--- config.mk ---
export PLATFORM = sky130hd
export DESIGN_NAME = timer8_waveform_ctrl
export DESIGN_NICKNAME = d
export VERILOG_FILES = /design/src/core/timer8_pkg.sv /design/src/core/timer8_waveform_ctrl.sv
export SDC_FILE = /design/constraint.sdc
export NUM_CORES = 1
export LEC_CHECK = 0
export BUFFER_PORTS_ARGS = -buffer_cell sky130_fd_sc_hd__buf_4
export CAP_MARGIN = 20
export CORE_ASPECT_RATIO = 1.25
export CORE_MARGIN = 1.5
export CORE_UTILIZATION = 49
export DETAILED_ROUTE_END_ITERATION = 6
export PLACE_DENSITY = 0.77
export SYNTH_ARGS = -nofsm -noshare
export SYNTH_HDL_FRONTEND = slang
export SYNTH_SLANG_ARGS = --single-unit
--- constraint.sdc ---
create_clock -name clk_i -period 2.48 [get_ports clk_i]
set_input_delay 0 -clock clk_i [delete_from_list [all_inputs] [get_ports clk_i]]
set_output_delay 0 -clock clk_i [all_outputs]
set_load 0.02 [all_outputs]
--- src/core/timer8_pkg.sv ---
package timer8_pkg;
   // ****************************************
   // Register indices (byte address = 4 * index)
   // ****************************************
   localparam logic [7:0] IDX_CONTROL_A = 8'h24;
   localparam logic [7:0] IDX_CONTROL_B = 8'h25;
   localparam logic [7:0] IDX_COUNT     = 8'h26;
   localparam logic [7:0] IDX_COMPARE_A = 8'h27;
   localparam logic [7:0] IDX_COMPARE_B = 8'h28;
   localparam logic [7:0] IDX_IRQ_FLAGS = 8'h15;
   localparam logic [7:0] IDX_IRQ_MASK  = 8'h6E;
   localparam int         ADDR_LSB      = 2;
   // ****************************************
   // Field positions
   // ****************************************
   localparam int OUT_MODE_A_LSB = 6;
   localparam int OUT_MODE_B_LSB = 4;
   localparam int FORCE_A_BIT    = 7;
   localparam int FORCE_B_BIT    = 6;
   localparam int WAVE_HIGH_BIT  = 3;
   localparam int MATCH_B_BIT    = 2;
   localparam int MATCH_A_BIT    = 1;
   localparam int OVERFLOW_BIT   = 0;
   localparam logic [7:0] CTRL_A_MASK = 8'hF3;
   localparam logic [7:0] CTRL_B_MASK = 8'h0F;
   localparam logic [7:0] IRQ_MASK    = 8'h07;
   localparam logic [7:0] REG_RESET   = 8'h00;
   // ****************************************
   // Counter limits and prescaler
   // ****************************************
   localparam logic [7:0] COUNT_MAX    = 8'hFF;
   localparam logic [7:0] COUNT_BOTTOM = 8'h00;
   localparam int PRESC_WIDTH = 10;
   localparam int DIV_8    = 8;
   localparam int DIV_64   = 64;
   localparam int DIV_256  = 256;
   localparam int DIV_1024 = 1024;
   // ****************************************
   // Modes and codes
   // ****************************************
   localparam logic [2:0] MODE_NORMAL    = 3'h0;
   localparam logic [2:0] MODE_PHASE_FF  = 3'h1;
   localparam logic [2:0] MODE_CLEAR     = 3'h2;
   localparam logic [2:0] MODE_FAST_FF   = 3'h3;
   localparam logic [2:0] MODE_PHASE_CMP = 3'h5;
   localparam logic [2:0] MODE_FAST_CMP  = 3'h7;
   localparam logic [2:0] CLK_STOP     = 3'h0;
   localparam logic [2:0] CLK_DIV1     = 3'h1;
   localparam logic [2:0] CLK_DIV8     = 3'h2;
   localparam logic [2:0] CLK_DIV64    = 3'h3;
   localparam logic [2:0] CLK_DIV256   = 3'h4;
   localparam logic [2:0] CLK_DIV1024  = 3'h5;
   localparam logic [2:0] CLK_EXT_FALL = 3'h6;
   localparam logic [2:0] CLK_EXT_RISE = 3'h7;
   localparam logic [1:0] OUT_OFF    = 2'h0;
   localparam logic [1:0] OUT_TOGGLE = 2'h1;
   localparam logic [1:0] OUT_CLEAR  = 2'h2;
   localparam logic [1:0] OUT_SET    = 2'h3;
   typedef enum logic [1:0] {
      DIR_UP   = 2'b01,
      DIR_DOWN = 2'b10
   } count_dir_type;
endpackage

--- src/core/timer8_waveform_ctrl.sv ---
`timescale 1ns/1ps
// Summary of operation
// - Reserved bits of control, mask and flag registers read as zero
// - Mode is high bit of control B joined to two low bits of A
// - Modes 0,1,3 top 0xFF; 2,5,7 top compare A; 4,6 reserved
// - Compare update immediate, at TOP for phase PWM and at TOP for fast PWM
// - Overflow at MAX in 0,2,3; BOTTOM in 1,5; TOP in 7
// - Force bit in non-PWM mode applies channel match action at once
// - Forced match sets no flag, never clears counter, reads zero
// - Clock codes 1..5 give undivided, /8, /64, /256, /1024 ticks
// - Code 0 stops; 6 counts pin falling edges; 7 rising edges
// - Pin edges count regardless of pin direction
// - Counter read and write; a write blocks next timer-tick match
// - Compare values compared continuously; match drives flag and pin
// - Irq needs enable, global enable and flag all set
// - Match flags set at bits 2 and 1 on compare match
// - Match flags cleared by vector execution
// - Writing one clears a flag; writing zero leaves it
// - Overflow flag bit 0, cleared by vector or writing one
// - Non-PWM: 1 toggle, 2 clear, 3 set, 0 disconnected
// - Fast PWM: 2 clears on match sets at BOTTOM; 3 inverse
// - Phase PWM: 2 clears on up match, sets on down match; 3 inverse
module timer8_waveform_ctrl
   import timer8_pkg::*;
(
   input  wire logic        clk_i,
   input  wire logic        reset_i,
   input  wire logic        psel_i,
   input  wire logic        penable_i,
   input  wire logic        pwrite_i,
   input  wire logic [31:0] paddr_i,
   input  wire logic [31:0] pwdata_i,
   output logic      [31:0] prdata_o,
   output logic             pready_o,
   output logic             pslverr_o,
   input  wire logic        ext_count_pin_i,
   input  wire logic        global_irq_en_i,
   input  wire logic        vector_ack_a_i,
   input  wire logic        vector_ack_b_i,
   input  wire logic        vector_ack_ovf_i,
   output logic             wave_out_a_o,
   output logic             wave_out_b_o,
   output logic             wave_out_a_en_o,
   output logic             wave_out_b_en_o,
   output logic             match_a_irq_o,
   output logic             match_b_irq_o,
   output logic             overflow_irq_o
);
   // ****************************************
   // Registers and wires
   // ****************************************
   logic [7:0]            control_a_reg;
   logic [7:0]            control_b_reg;
   logic [7:0]            count_reg;
   logic [7:0]            compare_a_reg;
   logic [7:0]            compare_b_reg;
   logic [7:0]            active_a_reg;
   logic [7:0]            active_b_reg;
   logic [2:0]            flags_reg;
   logic [2:0]            mask_reg;
   logic                  block_reg;
   count_dir_type         dir_reg;
   logic [PRESC_WIDTH-1:0] presc_reg;
   logic                  pin_meta_reg;
   logic                  pin_sync_reg;
   logic                  pin_last_reg;
   logic                  wave_a_reg;
   logic                  wave_b_reg;
   logic [31:0]           prdata_reg;
   logic                  pslverr_reg;
   logic [2:0]            wave_mode;
   logic [2:0]            clock_select_field;
   logic [1:0]            out_mode_a;
   logic [1:0]            out_mode_b;
   logic                  phase_mode;
   logic                  fast_mode;
   logic                  pwm_mode;
   logic [7:0]            top;
   logic                  tick;
   logic                  at_top;
   logic                  at_bottom;
   logic                  match_a;
   logic                  match_b;
   logic                  overflow;
   logic                  wr;
   logic [7:0]            wr_idx;
   logic [7:0]            rd_idx;
   logic [7:0]            wdata;
   logic                  hit;
   logic [7:0]            rdata;
   logic                  force_a;
   logic                  force_b;

   // ****************************************
   // Mode decode
   // ****************************************
   assign wave_mode          = {control_b_reg[WAVE_HIGH_BIT], control_a_reg[1:0]};
   assign clock_select_field = control_b_reg[2:0];
   assign out_mode_a         = control_a_reg[OUT_MODE_A_LSB +: 2];
   assign out_mode_b         = control_a_reg[OUT_MODE_B_LSB +: 2];
   assign phase_mode = (wave_mode == MODE_PHASE_FF) || (wave_mode == MODE_PHASE_CMP);
   assign fast_mode  = (wave_mode == MODE_FAST_FF) || (wave_mode == MODE_FAST_CMP);
   assign pwm_mode   = phase_mode || fast_mode;
   assign top = ((wave_mode == MODE_CLEAR) || (wave_mode == MODE_PHASE_CMP) ||
                 (wave_mode == MODE_FAST_CMP)) ? active_a_reg : COUNT_MAX;
   assign at_top    = (count_reg == top);
   assign at_bottom = (count_reg == COUNT_BOTTOM);

   // ****************************************
   // Clock select and pin synchroniser
   // ****************************************
   always_ff @(posedge clk_i) begin
      if (reset_i) begin
         presc_reg <= '0;
      end else begin
         presc_reg <= presc_reg + 1'b1;
      end
   end

   always_ff @(posedge clk_i) begin
      if (reset_i) begin
         pin_meta_reg <= 1'b0;
         pin_sync_reg <= 1'b0;
         pin_last_reg <= 1'b0;
      end else begin
         pin_meta_reg <= ext_count_pin_i;
         pin_sync_reg <= pin_meta_reg;
         pin_last_reg <= pin_sync_reg;
      end
   end

   always_comb begin
      case (clock_select_field)
         CLK_STOP:     tick = 1'b0;
         CLK_DIV1:     tick = 1'b1;
         CLK_DIV8:     tick = &presc_reg[$clog2(DIV_8)-1:0];
         CLK_DIV64:    tick = &presc_reg[$clog2(DIV_64)-1:0];
         CLK_DIV256:   tick = &presc_reg[$clog2(DIV_256)-1:0];
         CLK_DIV1024:  tick = &presc_reg[$clog2(DIV_1024)-1:0];
         CLK_EXT_FALL: tick = pin_last_reg && !pin_sync_reg;
         CLK_EXT_RISE: tick = !pin_last_reg && pin_sync_reg;
         default:      tick = 1'b0;
      endcase
   end

   // ****************************************
   // Match and overflow events
   // ****************************************
   assign match_a = tick && !block_reg && (count_reg == active_a_reg);
   assign match_b = tick && !block_reg && (count_reg == active_b_reg);
   always_comb begin
      if (phase_mode) begin
         overflow = tick && at_bottom;
      end else if (wave_mode == MODE_FAST_CMP) begin
         overflow = tick && at_top;
      end else begin
         overflow = tick && (count_reg == COUNT_MAX);
      end
   end

   // ****************************************
   // APB decode
   // ****************************************
   assign wr     = psel_i && penable_i && pwrite_i;
   assign wr_idx = (wr && hit) ? paddr_i[ADDR_LSB +: 8] : 8'hFF;
   assign rd_idx = paddr_i[ADDR_LSB +: 8];
   assign wdata  = pwdata_i[7:0];
   assign force_a = (wr_idx == IDX_CONTROL_B) && wdata[FORCE_A_BIT] && !pwm_mode;
   assign force_b = (wr_idx == IDX_CONTROL_B) && wdata[FORCE_B_BIT] && !pwm_mode;

   always_comb begin
      hit   = (paddr_i[ADDR_LSB-1:0] == '0) && (paddr_i[31:ADDR_LSB+8] == '0);
      rdata = REG_RESET;
      case (rd_idx)
         IDX_CONTROL_A: rdata = control_a_reg & CTRL_A_MASK;
         IDX_CONTROL_B: rdata = control_b_reg & CTRL_B_MASK;
         IDX_COUNT:     rdata = count_reg;
         IDX_COMPARE_A: rdata = compare_a_reg;
         IDX_COMPARE_B: rdata = compare_b_reg;
         IDX_IRQ_FLAGS: rdata = {5'h00, flags_reg};
         IDX_IRQ_MASK:  rdata = {5'h00, mask_reg};
         default:       hit = 1'b0;
      endcase
   end

   always_ff @(posedge clk_i) begin
      if (reset_i) begin
         prdata_reg  <= '0;
         pslverr_reg <= 1'b0;
      end else if (psel_i && !penable_i) begin
         prdata_reg  <= (pwrite_i || !hit) ? 32'h0000_0000 : {24'h00_0000, rdata};
         pslverr_reg <= !hit;
      end
   end

   assign pready_o  = 1'b1;
   assign prdata_o  = prdata_reg;
   assign pslverr_o = pslverr_reg;

   // ****************************************
   // Control and compare registers
   // ****************************************
   always_ff @(posedge clk_i) begin
      if (reset_i) begin
         control_a_reg <= REG_RESET;
         control_b_reg <= REG_RESET;
         mask_reg      <= '0;
         compare_a_reg <= REG_RESET;
         compare_b_reg <= REG_RESET;
      end else begin
         if (wr_idx == IDX_CONTROL_A) control_a_reg <= wdata & CTRL_A_MASK;
         if (wr_idx == IDX_CONTROL_B) control_b_reg <= wdata & CTRL_B_MASK;
         if (wr_idx == IDX_IRQ_MASK)  mask_reg <= wdata[2:0];
         if (wr_idx == IDX_COMPARE_A) compare_a_reg <= wdata;
         if (wr_idx == IDX_COMPARE_B) compare_b_reg <= wdata;
      end
   end

   always_ff @(posedge clk_i) begin
      if (reset_i) begin
         active_a_reg <= REG_RESET;
         active_b_reg <= REG_RESET;
      end else if (!pwm_mode || (phase_mode && tick && at_top) ||
                   (fast_mode && tick && at_top)) begin
         active_a_reg <= compare_a_reg;
         active_b_reg <= compare_b_reg;
      end
   end

   // ****************************************
   // Counter
   // ****************************************
   always_ff @(posedge clk_i) begin
      if (reset_i) begin
         count_reg <= COUNT_BOTTOM;
         dir_reg   <= DIR_UP;
         block_reg <= 1'b0;
      end else if (wr_idx == IDX_COUNT) begin
         count_reg <= wdata;
         block_reg <= 1'b1;
      end else if (tick) begin
         block_reg <= 1'b0;
         if (phase_mode) begin
            case (dir_reg)
               DIR_UP: begin
                  if (at_top) begin
                     dir_reg   <= DIR_DOWN;
                     count_reg <= at_bottom ? count_reg : count_reg - 1'b1;
                  end else begin
                     count_reg <= count_reg + 1'b1;
                  end
               end
               DIR_DOWN: begin
                  if (at_bottom) begin
                     dir_reg   <= DIR_UP;
                     count_reg <= at_top ? count_reg : count_reg + 1'b1;
                  end else begin
                     count_reg <= count_reg - 1'b1;
                  end
               end
               default: dir_reg <= DIR_UP;
            endcase
         end else begin
            dir_reg   <= DIR_UP;
            count_reg <= at_top ? COUNT_BOTTOM : count_reg + 1'b1;
         end
      end
   end

   // ****************************************
   // Flags and interrupts
   // ****************************************
   always_ff @(posedge clk_i) begin
      if (reset_i) begin
         flags_reg <= '0;
      end else begin
         if (match_b) begin
            flags_reg[MATCH_B_BIT] <= 1'b1;
         end else if (vector_ack_b_i ||
                      (wr_idx == IDX_IRQ_FLAGS && wdata[MATCH_B_BIT])) begin
            flags_reg[MATCH_B_BIT] <= 1'b0;
         end
         if (match_a) begin
            flags_reg[MATCH_A_BIT] <= 1'b1;
         end else if (vector_ack_a_i ||
                      (wr_idx == IDX_IRQ_FLAGS && wdata[MATCH_A_BIT])) begin
            flags_reg[MATCH_A_BIT] <= 1'b0;
         end
         if (overflow) begin
            flags_reg[OVERFLOW_BIT] <= 1'b1;
         end else if (vector_ack_ovf_i ||
                      (wr_idx == IDX_IRQ_FLAGS && wdata[OVERFLOW_BIT])) begin
            flags_reg[OVERFLOW_BIT] <= 1'b0;
         end
      end
   end

   assign match_b_irq_o  = global_irq_en_i && mask_reg[MATCH_B_BIT] && flags_reg[MATCH_B_BIT];
   assign match_a_irq_o  = global_irq_en_i && mask_reg[MATCH_A_BIT] && flags_reg[MATCH_A_BIT];
   assign overflow_irq_o = global_irq_en_i && mask_reg[OVERFLOW_BIT] &&
                           flags_reg[OVERFLOW_BIT];

   // ****************************************
   // Waveform generation
   // ****************************************
   function automatic logic wave_next(input logic cur, input logic [1:0] om,
                                      input logic hit_m, input logic frc,
                                      input logic tog_ok);
      logic res;
      res = cur;
      if (frc || (hit_m && !pwm_mode)) begin
         case (om)
            OUT_TOGGLE: res = !cur;
            OUT_CLEAR:  res = 1'b0;
            OUT_SET:    res = 1'b1;
            default:    res = cur;
         endcase
      end else if (fast_mode) begin
         if (tick && at_top && om[1]) begin
            res = !om[0];
         end else if (hit_m && om[1]) begin
            res = om[0];
         end else if (hit_m && om == OUT_TOGGLE && tog_ok) begin
            res = !cur;
         end
      end else if (phase_mode && hit_m) begin
         if (om[1]) begin
            res = (dir_reg == DIR_UP) ? om[0] : !om[0];
         end else if (om == OUT_TOGGLE && tog_ok) begin
            res = !cur;
         end
      end
      return res;
   endfunction

   always_ff @(posedge clk_i) begin
      if (reset_i) begin
         wave_a_reg <= 1'b0;
         wave_b_reg <= 1'b0;
      end else begin
         wave_a_reg <= wave_next(wave_a_reg, out_mode_a, match_a, force_a,
                                 control_b_reg[WAVE_HIGH_BIT]);
         wave_b_reg <= wave_next(wave_b_reg, out_mode_b, match_b, force_b,
                                 1'b0);
      end
   end

   assign wave_out_a_o    = wave_a_reg;
   assign wave_out_b_o    = wave_b_reg;
   assign wave_out_a_en_o = (out_mode_a != OUT_OFF) &&
                            !(pwm_mode && out_mode_a == OUT_TOGGLE &&
                              !control_b_reg[WAVE_HIGH_BIT]);
   assign wave_out_b_en_o = (out_mode_b != OUT_OFF) &&
                            !(pwm_mode && out_mode_b == OUT_TOGGLE);

endmodule

==> results of run 1 <==
==> metal layers <==
metal | vias up | track usage (%) | share of wire (%)
li1 | 2373 | - | -
met1 | 2408 | 35.7 | 39
met2 | 289 | 49.5 | 49
met3 | 62 | 4.62 | 7.5
met4 | 0 | 13.9 | 4.0
met5 | - | 0 | 0
==> final cells by class <==
type | instances | area, sq um
clock buffer | 13 | 260
multi-input combinational | 473 | 3150
tap | 129 | 161
fill | 823 | 3640
inverter | 22 | 82.6
timing repair buffer | 130 | 1050
clock inverter | 2 | 35.0
sequential | 83 | 1680
==> worst paths after layout <==
check | start | to | slack [ns] | cells after the start
worst max-delay path | control_b_reg[1]$_SDFFE_PP0N_ | wave_out_b_o$_SDFFE_PP0P_ | 0.01 | 8
worst min register to register | compare_b_reg[4]$_SDFFE_PP0N_ | compare_b_reg[4]$_SDFFE_PP0N_ | 0.48 | 2
worst min-delay path | reset_i | control_a_reg[6]$_SDFFE_PP0N_ | 0.02 | 2
worst max register to register | control_b_reg[1]$_SDFFE_PP0N_ | wave_out_b_o$_SDFFE_PP0P_ | 0.01 | 8
==> placed cells by master (no fill, tap or decap), types with 3 or more instances in the layout <==
cell,Yosys,routed
sky130_fd_sc_hd__ha_1,7,5
sky130_fd_sc_hd__buf_4,32,115
sky130_fd_sc_hd__nor2b_1,11,11
sky130_fd_sc_hd__nor2_1,76,74
sky130_fd_sc_hd__or3_1,5,5
sky130_fd_sc_hd__nand4b_1,4,4
sky130_fd_sc_hd__o21ai_0,27,26
sky130_fd_sc_hd__xnor2_1,8,8
sky130_fd_sc_hd__nand2_1,46,46
sky130_fd_sc_hd__mux2_2,3,3
sky130_fd_sc_hd__a211o_1,5,5
sky130_fd_sc_hd__xor2_1,12,12
sky130_fd_sc_hd__mux2i_1,37,37
sky130_fd_sc_hd__dfxtp_2,0,8
sky130_fd_sc_hd__o32ai_1,5,4
sky130_fd_sc_hd__and3_1,11,9
sky130_fd_sc_hd__nand2b_1,10,10
sky130_fd_sc_hd__a211oi_1,4,3
sky130_fd_sc_hd__nand3_1,31,31
sky130_fd_sc_hd__and2_1,3,3
sky130_fd_sc_hd__or4_1,4,4
sky130_fd_sc_hd__a22oi_1,20,19
sky130_fd_sc_hd__nor4_1,11,10
sky130_fd_sc_hd__and4_1,4,4
sky130_fd_sc_hd__conb_1,2,25
sky130_fd_sc_hd__o31ai_1,5,4
sky130_fd_sc_hd__a31oi_1,3,3
sky130_fd_sc_hd__nor3_1,9,9
sky130_fd_sc_hd__a21o_1,3,3
sky130_fd_sc_hd__nand4_1,6,6
sky130_fd_sc_hd__dlygate4sd3_1,0,12
sky130_fd_sc_hd__a21oi_1,26,25
sky130_fd_sc_hd__inv_1,20,20
sky130_fd_sc_hd__nor3b_1,3,3
sky130_fd_sc_hd__clkbuf_16,0,9
sky130_fd_sc_hd__dfxtp_1,83,74
==> metrics by stage <==
step | setup TNS [ns] | setup slack, ns
2_1_floorplan | 0 | 0.0722
3_3_place_gp | -0.0446 | -0.0240
3_5_place_dp | -0.647 | -0.0553
4_1_cts | 0 | 0.000140
5_1_grt | -0.0668 | -0.0399
6_report | 0 | 0.0102
==> cell families (layout without fill, tap and decap cells) <==
| kind of cell | after synthesis | count (layout) | synth area share (%) |
|---|---|---|---|
| XOR/XNOR | 20 | 20 | 3.47 |
| other | 2 | 25 | 0.149 |
| AND/OR/NAND/NOR | 249 | 249 | 25.2 |
| buffers and inverters | 85 | 167 | 8.89 |
| flip-flops | 83 | 83 | 32.9 |
| adder cells (fa/ha/maj) | 7 | 7 | 1.73 |
| multiplexers | 42 | 42 | 8.89 |
| AO/OA/AOI/OAI | 130 | 130 | 18.7 |
==> power breakdown <==
part           internal (mW)  total, mW  leakage (nW)  switching [mW]
clock                  0.829       1.36         0.146           0.535
sequential              1.34       1.35         0.674         0.00633
combinational         0.0871      0.209          1.97           0.121
==> what timing repair did <==
action | CTS | global route
setup endpoints to repair | 22 | 23
gates cloned | 1 | 0
buffers inserted | 4 | 1
gates resized for setup | 22 | 12
pin swaps | 6 | 7
endpoints found under the hold margin | 23 | 0
hold buffers | 12 | 0
==> critical path: stages, from the launching register on <==
cell	delay, ns
sky130_fd_sc_hd__dfxtp_1	0.37
sky130_fd_sc_hd__nand4b_1	0.19
sky130_fd_sc_hd__o22ai_1	0.27
sky130_fd_sc_hd__a221oi_4	0.14
sky130_fd_sc_hd__buf_12	0.16
sky130_fd_sc_hd__or4_4	0.48
sky130_fd_sc_hd__and4b_1	0.18
sky130_fd_sc_hd__or4b_1	0.47
sky130_fd_sc_hd__mux2i_1	0.13
==> results, run 1 <==
- The share of async-settable or async-resettable flops after synthesis is 0%.
- The type of origin of the critical path is a flip-flop.
- The number of library cell types mapped by synthesis is 72.
- Entering global routing, the biggest net connects 57 pins.
- The synthesized netlist occupies a cell area of 5050 sq um.
- In the routed layout, each cell is associated on average with a via count of 6.02.
- The most common cell in the synthesized netlist is sky130_fd_sc_hd__dfxtp_1.
- Measured on the finished design, the core utilization comes to 63.8%.
- Counting I/O delays and the setup requirement, the final critical path takes 2.47 ns.
- The horizontal die dimension is 93.8 microns.
- The antenna diode count is 0.
- At the end of routability-driven placement, the weighted congestion stood at 0.926.
- In this run, placement finished with an instance count of 819.
- The peak supply drop is 319 uV.
- On the final layout, the worst hold slack is 0.0180 ns.
- The routed length per instance is 18.4 microns.
- Counting every instance in the synthesized netlist gives 618.
- The path class of the tightest hold or removal check is in2reg.
- The post-synthesis cell type with the largest combined area is sky130_fd_sc_hd__dfxtp_1.
- The number of antenna violations at the first check in global routing is 0.
- The iteration count of the initial detailed-routing pass is 5.
- Setup violations remaining at the end of the flow were counted as 0.
- The number of nets with antenna violations after detailed routing is 0.
- The floorplan has 41 rows.
- The top flip-flop cell by instance count after synthesis is sky130_fd_sc_hd__dfxtp_1.
- Summing all placed instances gives a cell area of 5780 sq um.
- Data on the critical path is required at its endpoint by 2.75 ns.
- The first global-routing pass estimated 24.3 mm of wire.
- The total of flip-flops plus latches after synthesis is 83.
- The total area inside the core boundary comes to 10100 sq um.
- The via count of the first global-routing pass was 4797.
- The clock-pin slew on the worst setup and hold paths is 0.06 ns.
- Power spread over the standard cell area amounts to 455 nW/um^2.
- Of all nets on the critical path, the largest fanout is 6.
- The worst setup path is of the reg2reg kind.
- The number of CTS-inserted buffers is 9.
- The run finished with clean final reports.
- The maximum clock skew at final layout is 0.00802 ns.
- Once the floorplan was initialized, standard cells occupied 50.2% of the core.
- The total wirelength of the detailed-routed design is 15.7 mm.
- The clock tree buffer depth is 2.
- The analysis attributes to cell leakage a power of 2.79 nW.
- For the pin with the worst max-slew slack, the measured transition is 0.720 ns.
- The post-route fraction of the period consumed by the critical path is 99.6%.
- The vertical extent of the die is 117 microns.
- Timing would allow up to 405 MHz.
- Sequential cells were found to cover 32.9% of the synthesized design area.
- The capturing element type of the critical path is a flip-flop.
- In the global route stage, overall resource usage came out at 29.0%.
- In this run the tool buffered the top-level ports with 65 buffer cells.
- The number of levels the H-tree was split into is 3.
- In this run the biggest area consumer among cell types represents 32.9% of the synthesized area.
- Ranked by instance count, the synthesized netlist is headed by sky130_fd_sc_hd__dfxtp_1, sky130_fd_sc_hd__nor2_1, sky130_fd_sc_hd__nand2_1, sky130_fd_sc_hd__mux2i_1, sky130_fd_sc_hd__buf_4.
- The headroom to the max-slew limit is 51.8%.
- The overflow left after global routing is 0.
- TritonCTS built the clock tree.
- The register with the most flip-flops in the layout has 10 of them.
- For this design, the sink count on the clock tree is 83.
- The total power consumption of the routed design is 2.92 mW.
- The final max-slew violation count is 0.
- The estimated wirelength of the detail-placed design is 11.1 mm.
- The hold violation total from the final report is 0.
- The synthesized area divided by synthesized cell count is 8.17 sq um.
- The number of DRC violations after detailed-routing iteration 0 is 519.
- The ratio of cells with drive above 1 in the final layout is 23.9%.
- The net count of the finished layout is 800.
- CTS placed an instance of sky130_fd_sc_hd__clkbuf_16 at the clock tree root.
- Yosys mapped a number of flops with a built-in enable equal to 0.
- For this run, the number of Yosys warnings is 0.
- Data arrives at the worst endpoint at 2.74 ns.
- Setup repair after global routing could not meet its margin everywhere.
- The top-level port count is 115.
- The routed layout has 5132 vias.
- The count of unresolved DRC violations after routing is 0.
- Ranked by total cell area, the synthesized netlist is headed by sky130_fd_sc_hd__dfxtp_1, sky130_fd_sc_hd__mux2i_1, sky130_fd_sc_hd__nor2_1.
- From synthesis to final layout, the design area changed by 27.0%.
- The later pin in the worst-skew pair is clocked with a latency of 0.34 ns.
- The number of maximum-capacitance violations is 0.
- The area of all placed cells without fillers is 6410 sq um.
- The number of non-filler instances in the completed layout is 852.
- The die covers 10900 sq um.
(Power assumes the default switching activity.)
==> run 2, diff against run 1 <==
--- a/config.mk
+++ b/config.mk
@@ -11,6 +11,7 @@
 export CORE_MARGIN = 1.5
 export CORE_UTILIZATION = 49
 export DETAILED_ROUTE_END_ITERATION = 6
+export GPL_TIMING_DRIVEN = 0
 export PLACE_DENSITY = 0.77
 export SYNTH_ARGS = -nofsm -noshare
 export SYNTH_HDL_FRONTEND = slang
==> results, run 2 (synthesized netlist as in run 1, its figures left out) <==
- The overflow left after global routing is 0.
- The headroom to the max-slew limit is 31.5%.
- The horizontal die dimension is 93.8 microns.
- The post-layout minimum cycle time is 2.43 ns.
- After legalization and detailed placement, the total HPWL measured 11.3 mm.
- The clock tree buffer depth is 2.
- The count of buffers added on input and output ports is 63.
- The via count of the first global-routing pass is 5001.
- The library cell used most frequently in the layout, excluding fill and tap cells, is sky130_fd_sc_hd__buf_4.
- The full die area is 10900 sq um.
- The vertical extent of the die is 117 microns.
- The static leakage is 2.83 nW.
- The number of antenna diodes in the final layout is 0.
- Of all nets on the critical path, the largest fanout is 7.
- The maximum clock skew at final layout is 0.0108 ns.
- In this run the remaining antenna-violating nets after routing total 0.
- The TritonCTS clock tree is yes.
- For the worst setup path, the data required time is 2.76 ns.
- The combined global-route utilization of all metal layers is 29.7%.
- The power per standard cell area is 474 nW/um^2.
- The final critical path takes up 98.1% of the cycle.
- The end point of the worst hold path is prdata_o[2]$_SDFFE_PP0P_.
- The hold violation total from the final report came to 0.
- Clock-pin slew was measured on the worst setup and hold paths at 0.06 ns.
- Timing would allow up to 411 MHz.
- The number of nets in the finished design is 826.
- Setup repair after global routing could not meet its margin everywhere.
- The class of the tightest hold or removal check is in2reg.
- The congestion estimate from routability-driven global placement came to 0.924.
- The source-to-sink clock delay at the later pin of the worst-skew pair is 0.35 ns.
- The source of the worst hold timing path is pwrite_i.
- The register with the most flip-flops in the layout has 10 of them.
- The via-per-instance ratio is 5.95.
- The biggest cell delay along the critical path is 0.53 ns.
- The worst hold-check slack is 0.131 ns.
- The worst register-to-register path has a depth of 8.
- The maximum number of pins on one net before global-route repair is 16.
- The number of levels the H-tree was split into is 3.
- Max-cap violations in this run came to 0.
- After the first detailed-routing iteration, the DRC count stood at 448.
- The worst setup path is launched from a flip-flop.
- The number of CTS-inserted buffers is 9.
- For this design, the slowest cell found on the critical path is sky130_fd_sc_hd__or4_4.
- The final max-slew violation count is 0.
- Relative to the synthesized area, the layout overhead comes to 30.1%.
- The peak supply drop is 358 uV.
- At the end of the flow the core is filled with cells to 65.3%.
- The critical path goes through buf_6 -> or2b_1 -> o2111a_2 -> a21oi_4 -> or4_4 -> and4b_1 -> or4b_4 -> mux2i_1.
- The worst setup path is of the reg2reg kind.
- STA puts the critical path data arrival time at 2.71 ns.
- STA classifies the critical path endpoint as a flip-flop.
- The top-level port count is 115.
- In the layout the commonest cells are sky130_fd_sc_hd__buf_4, sky130_fd_sc_hd__dfxtp_1, sky130_fd_sc_hd__nor2_1.
- The startpoint of the lowest-slack register-to-register path is count_reg[1]$_SDFFE_PP0P_.
- The number of antenna violations at the first check in global routing is 0.
- The iteration count of the initial detailed-routing pass is 5.
- The first-pass GRT wire length is 24.8 mm.
- The floorplan has 41 rows.
- The clock tree root driver cell is sky130_fd_sc_hd__clkbuf_16.
- Along the worst hold path, the cell count comes to 4.
- The ratio of cells with drive above 1 in the final layout is 24.1%.
- After floorplanning, the core was sized to cover 10100 sq um.
- CTS saw 83 sinks.
- The terminus of the critical flop-to-flop path is wave_out_b_o$_SDFFE_PP0P_.
- The worst setup slack for register-to-register paths is 0.05 ns.
- The routed length per instance is 18.3 microns.
- Setup violations remaining at the end of the flow were counted as 0.
- After detailed routing, the number of remaining DRC violations is 0.
- The initial core utilization is 50.2%.
- The total via count after detailed routing is 5233.
- The total wirelength of the detailed-routed design is 16.1 mm.
- The flow ran to the end, and the final reports show no timing, DRC or antenna violations.
- The slew at the pin closest to its max-slew limit is 1.02 ns.
run 2: cell types whose count changed in the layout (fill, tap and decap cells not counted), moves of 2 or more:
cell / delta
sky130_fd_sc_hd__buf_6: +6
sky130_fd_sc_hd__buf_2: +2
sky130_fd_sc_hd__inv_2: -2
sky130_fd_sc_hd__dfxtp_2: -3
sky130_fd_sc_hd__clkbuf_1: +19
sky130_fd_sc_hd__buf_1: +3
sky130_fd_sc_hd__inv_4: +2
sky130_fd_sc_hd__buf_4: -7
sky130_fd_sc_hd__dfxtp_1: +3
run 2: worst max-delay path: cells and delay by family (launching register included):
family	cells	cell delay, ns
compound gates	2	0.40
buf+inv	1	0.14
flops	1	0.32
mux	1	0.12
simple gates	4	1.37
run 2: per-layer routing:
metal  share of wire, %  up-vias  track usage [%]
met2                 50      276             51.5
met1                 38     2466             35.1
li1                   -     2433                -
met3                8.0       58             4.36
met5                  0        -                0
met4                4.4        0             16.7
run 2: worst max-delay path by stage:
stage | to | slack, ns | startpoint | depth (start not counted)
global route | wave_out_b_o$_SDFFE_PP0P_ | -0.06 | count_reg[4]$_SDFFE_PP0P_ | 9
detailed placement | wave_out_a_o$_SDFFE_PP0P_ | -0.38 | presc_reg[0]$_SDFF_PP0_ | 9
global placement | active_a_reg[6]$_SDFFE_PP0P_ | -0.27 | presc_reg[0]$_SDFF_PP0_ | 9
CTS | wave_out_b_o$_SDFFE_PP0P_ | 0.01 | presc_reg[0]$_SDFF_PP0_ | 8
finish | wave_out_b_o$_SDFFE_PP0P_ | 0.05 | count_reg[1]$_SDFFE_PP0P_ | 8
floorplan | wave_out_a_o$_SDFFE_PP0P_ | 0.07 | presc_reg[0]$_SDFF_PP0_ | 9
run 2: area by class of cell:
cell class	instances	area [sq um]
Fill cell	840	3490
Multi-Input combinational cell	473	3180
Sequential cell	83	1670
Timing Repair Buffer	95	747
Buffer	61	389
Clock buffer	10	239
Tap cell	129	161
Clock inverter	6	96.3
Inverter	22	87.6
run 2: stage by stage:
step	worst slack, ns	cells	total power [mW]	area, sq um	setup TNS [ns]
after floorplan	0.0722	641	1.49	5140	0
after CTS	0.0103	873	3.09	6430	0
after global routing	-0.0621	879	3.17	6570	-0.153
final	0.0471	879	3.11	6570	0
after global placement	-0.266	833	1.58	5770	-3.42
after detailed placement	-0.379	833	1.59	5770	-5.55
run 2: what timing repair did:
item,CTS,global route
hold endpoints to repair,32,0
gates resized for setup,33,21
gates cloned,0,0
hold buffers,12,0
setup endpoints to repair,25,22
setup buffers,13,7
pin swaps,6,9
run 2: power by group:
| part | switching [mW] | total (mW) | internal [mW] |
|---|---|---|---|
| combinational | 0.128 | 0.240 | 0.112 |
| sequential | 0.00605 | 1.34 | 1.34 |
| clock | 0.606 | 1.53 | 0.923 |
| total | 0.740 | 3.11 | 2.37 |
==> run 3, diff against run 2 <==
--- a/config.mk
+++ b/config.mk
@@ -7,12 +7,14 @@
 export LEC_CHECK = 0
 export BUFFER_PORTS_ARGS = -buffer_cell sky130_fd_sc_hd__buf_4
 export CAP_MARGIN = 20
+export CELL_PAD_IN_SITES_DETAIL_PLACEMENT = 0
+export CELL_PAD_IN_SITES_GLOBAL_PLACEMENT = 2
 export CORE_ASPECT_RATIO = 1.25
 export CORE_MARGIN = 1.5
-export CORE_UTILIZATION = 49
+export CORE_UTILIZATION = 28
 export DETAILED_ROUTE_END_ITERATION = 6
 export GPL_TIMING_DRIVEN = 0
-export PLACE_DENSITY = 0.77
+export PLACE_DENSITY = 0.76
 export SYNTH_ARGS = -nofsm -noshare
 export SYNTH_HDL_FRONTEND = slang
 export SYNTH_SLANG_ARGS = --single-unit
==> results, run 3 (synthesized netlist as in run 1, its figures left out) <==
- The class of the most critical setup path is reg2reg.
- The library cells used most frequently in the layout, excluding fill and tap cells, are sky130_fd_sc_hd__buf_4, sky130_fd_sc_hd__nor2_1, sky130_fd_sc_hd__dfxtp_1.
- The end point of the worst hold path is prdata_o[5]$_SDFFE_PP0P_.
- The number of buffer and inverter instances along the worst setup path is 3.
- Data arrives at the worst endpoint at 2.73 ns.
- The largest fanout on the critical path is 6.
- The commonest non-fill, non-tap cell in the layout is sky130_fd_sc_hd__buf_4.
- The antenna diode count is 0.
- For the pin with the worst max-slew slack, the measured transition is 0.886 ns.
- The finished cells cover 6770 sq um.
- The post-route setup TNS is -0.00104 ns.
- The worst register-to-register path begins at count_reg[2]$_SDFFE_PP0P_.
- STA classifies the critical path endpoint as a flip-flop.
- The number of flip-flops in the largest register is 10.
- Routability-driven placement finished with a final weighted congestion of 0.861.
- In this run the remaining antenna-violating nets after routing total 0.
- The cell family contributing the most delay on the critical path is compound AO/OA/AOI/OAI gates.
- The source of the worst hold timing path is pwrite_i.
- The clock-pin slew on the worst setup and hold paths is 0.08 ns.
- The via count of the first global-routing pass is 4780.
- The placeable core region is 17600 sq um.
- Using the TritonRoute via totals, the vias-per-cell ratio works out to 5.10.
- The final max-slew violation count was 0.
- The worst hold path passes through 4 cells.
- The hold violation total from the final report was 0.
- The number of antenna violations at the first check in global routing was 0.
- On the worst path, the slowest cell contributes a delay of 0.44 ns.
- The terminus of the critical flop-to-flop path is wave_out_a_o$_SDFFE_PP0P_.
- The number of maximum-capacitance violations is 0.
- The number of CTS-inserted buffers is 9.
- The worst setup slack for register-to-register paths is -0.001 ns.
- The type of origin of the critical path is a flip-flop.
- The fill cell instance count of the final layout is 1825.
- Once detailed placement completed, the half-perimeter wirelength came to 13.1 mm.
- The final route contains 5001 vias.
- The min-delay analysis places its worst path in the category in2reg.
- The floorplan step set the die height to 153 microns.
- The ratio of cells with drive above 1 in the final layout is 26.2%.
- The number of nets in the finished design is 833.
- The number of levels the H-tree was split into is 3.
- Counting I/O delays and the setup requirement, the final critical path takes 2.48 ns.
- After the first detailed-routing iteration, the DRC count stood at 302.
- The die covers 18900 sq um.
- The final reports fail on negative setup slack.
- The critical path starts at count_reg[2]$_SDFFE_PP0P_.
- The clock tree root driver cell is sky130_fd_sc_hd__clkbuf_16.
- Setup repair after global routing could not meet its margin everywhere.
- The combined global-route utilization of all metal layers is 18.7%.
- The pre-antenna-repair detailed-routing pass consisted of 5 iterations.
- The number of cells on the worst reg-to-reg path is 10.
- From left edge to right edge, the die measures 123 microns.
- The maximum achievable frequency is 403 MHz.
- In this run the count of I/O pins placed on the die edge is 115.
- Power spread over the standard cell area amounts to 439 nW/um^2.
- The total wirelength of the detailed-routed design is 17.8 mm.
- In this run the tightest slew margin relative to its limit is 40.5%.
- Counting every sink on the clock net gives 83.
- Dividing the detail-routed wire length by the instance count gives 18.1 microns.
- Walking the worst path, the cells encountered are buf_6 -> nor2b_4 -> a2111oi_4 -> buf_4 -> nand4_1 -> o31ai_4 -> buf_4 -> and3_1 -> nor3_1 -> o41ai_2.
- From synthesis to final layout, the design area changed by 34.1%.
- The library cell contributing the largest single delay on the critical path is sky130_fd_sc_hd__a2111oi_4.
- The most repeated library cell on the critical path is sky130_fd_sc_hd__buf_4.
- The count of unresolved DRC violations after routing is 0.
- The first-pass GRT wire length is 26.7 mm.
- After layout, the worst path uses 100% of the clock period.
- The peak supply drop is 332 uV.
- TritonCTS built the clock tree.
- The static leakage is 2.89 nW.
- The overflow left after global routing is 0.
- The initial core utilization is 28.7%.
- The maximum number of pins on one net before global-route repair is 19.
- Row generation in the floorplan step produced 54 rows.
- Buffers placed on the I/O ports in this run total 63.
- The flow ran to the end, but the final reports show violations.
- The post-place instance area is 5890 sq um.
- The maximum clock skew at final layout is 0.0144 ns.
- At the later pin of the worst-skew pair, clock insertion delay measures 0.35 ns.
- The clock tree buffer depth is 2.
- Setup violations remaining at the end of the flow were counted as 1.
- STA puts the critical path data required time at 2.73 ns.
- The least setup slack across all paths after layout is -0.00104 ns.
## run 3: cell types whose count changed in the layout (fill, tap and decap cells not counted), sizes merged
cell,before,now
bufinv,2,0
clkbuf,34,32
inv,24,26
buf,120,128
clkinvlp,1,0
clkinv,1,3
## run 3: repair_timing
action / 4_1_cts / 5_1_grt
hold endpoints to repair: 32 / 0
pin swaps: 5 / 12
buffers inserted: 9 / 16
endpoints found under the setup margin: 26 / 27
resized for setup: 28 / 42
hold buffers: 12 / 0
## run 3: routing by layer
metal | part of all wire [%] | global-route usage (%)
met3 | 3.8 | 2.84
met4 | 2.7 | 6.73
met1 | 42 | 22.6
met2 | 51 | 33.1
met5 | 0 | 0
## run 3: where the power goes
group          internal (mW)  switching (mW)  total [mW]
Combinational          0.110           0.133       0.242
Sequential              1.34         0.00493        1.34
Clock                  0.717           0.670        1.39
Total                   2.17           0.808        2.97
## run 3: how the worst max path moves through the flow
stage	end	cells after the start
after floorplan	wave_out_a_o$_SDFFE_PP0P_	9
after global placement	active_a_reg[6]$_SDFFE_PP0P_	9
after detailed placement	wave_out_a_o$_SDFFE_PP0P_	9
after CTS	wave_out_b_o$_SDFFE_PP0P_	8
after global routing	wave_out_b_o$_SDFFE_PP0P_	8
final	wave_out_a_o$_SDFFE_PP0P_	10
## run 3: worst register-to-register path, cell delays in order, from the launching register on
cell	delay (ns)
sky130_fd_sc_hd__dfxtp_2	0.32
sky130_fd_sc_hd__buf_6	0.12
sky130_fd_sc_hd__nor2b_4	0.05
sky130_fd_sc_hd__a2111oi_4	0.44
sky130_fd_sc_hd__buf_4	0.19
sky130_fd_sc_hd__nand4_1	0.22
sky130_fd_sc_hd__o31ai_4	0.36
sky130_fd_sc_hd__buf_4	0.16
sky130_fd_sc_hd__and3_1	0.15
sky130_fd_sc_hd__nor3_1	0.06
sky130_fd_sc_hd__o41ai_2	0.31
## run 3: metrics by stage
step | setup WS (ns) | std cells | hold WS (ns) | util, % | total power, mW
after floorplan | 0.0722 | 641 | 0.128 | - | 1.49
after detailed placement | -0.406 | 929 | 0.221 | 33.6 | 1.60
after global routing | -0.0889 | 981 | 0.171 | 38.5 | 3.08
after CTS | 0.00626 | 965 | 0.117 | 36.9 | 3.00
final | -0.00104 | 981 | 0.125 | 38.5 | 2.97
after global placement | -0.404 | 928 | 0.221 | 33.5 | 1.60
## run 3: cell type report
cell class | count | area [sq um] | area share (%)
tap | 224 | 280 | 4.14
clock buffer | 9 | 225 | 3.33
buffer | 62 | 405 | 5.99
sequential | 83 | 1670 | 24.7
clock inverter | 7 | 76.3 | 1.13
multi-input combinational | 473 | 3240 | 47.8
inverter | 22 | 85.1 | 1.26
timing repair buffer | 101 | 790 | 11.7
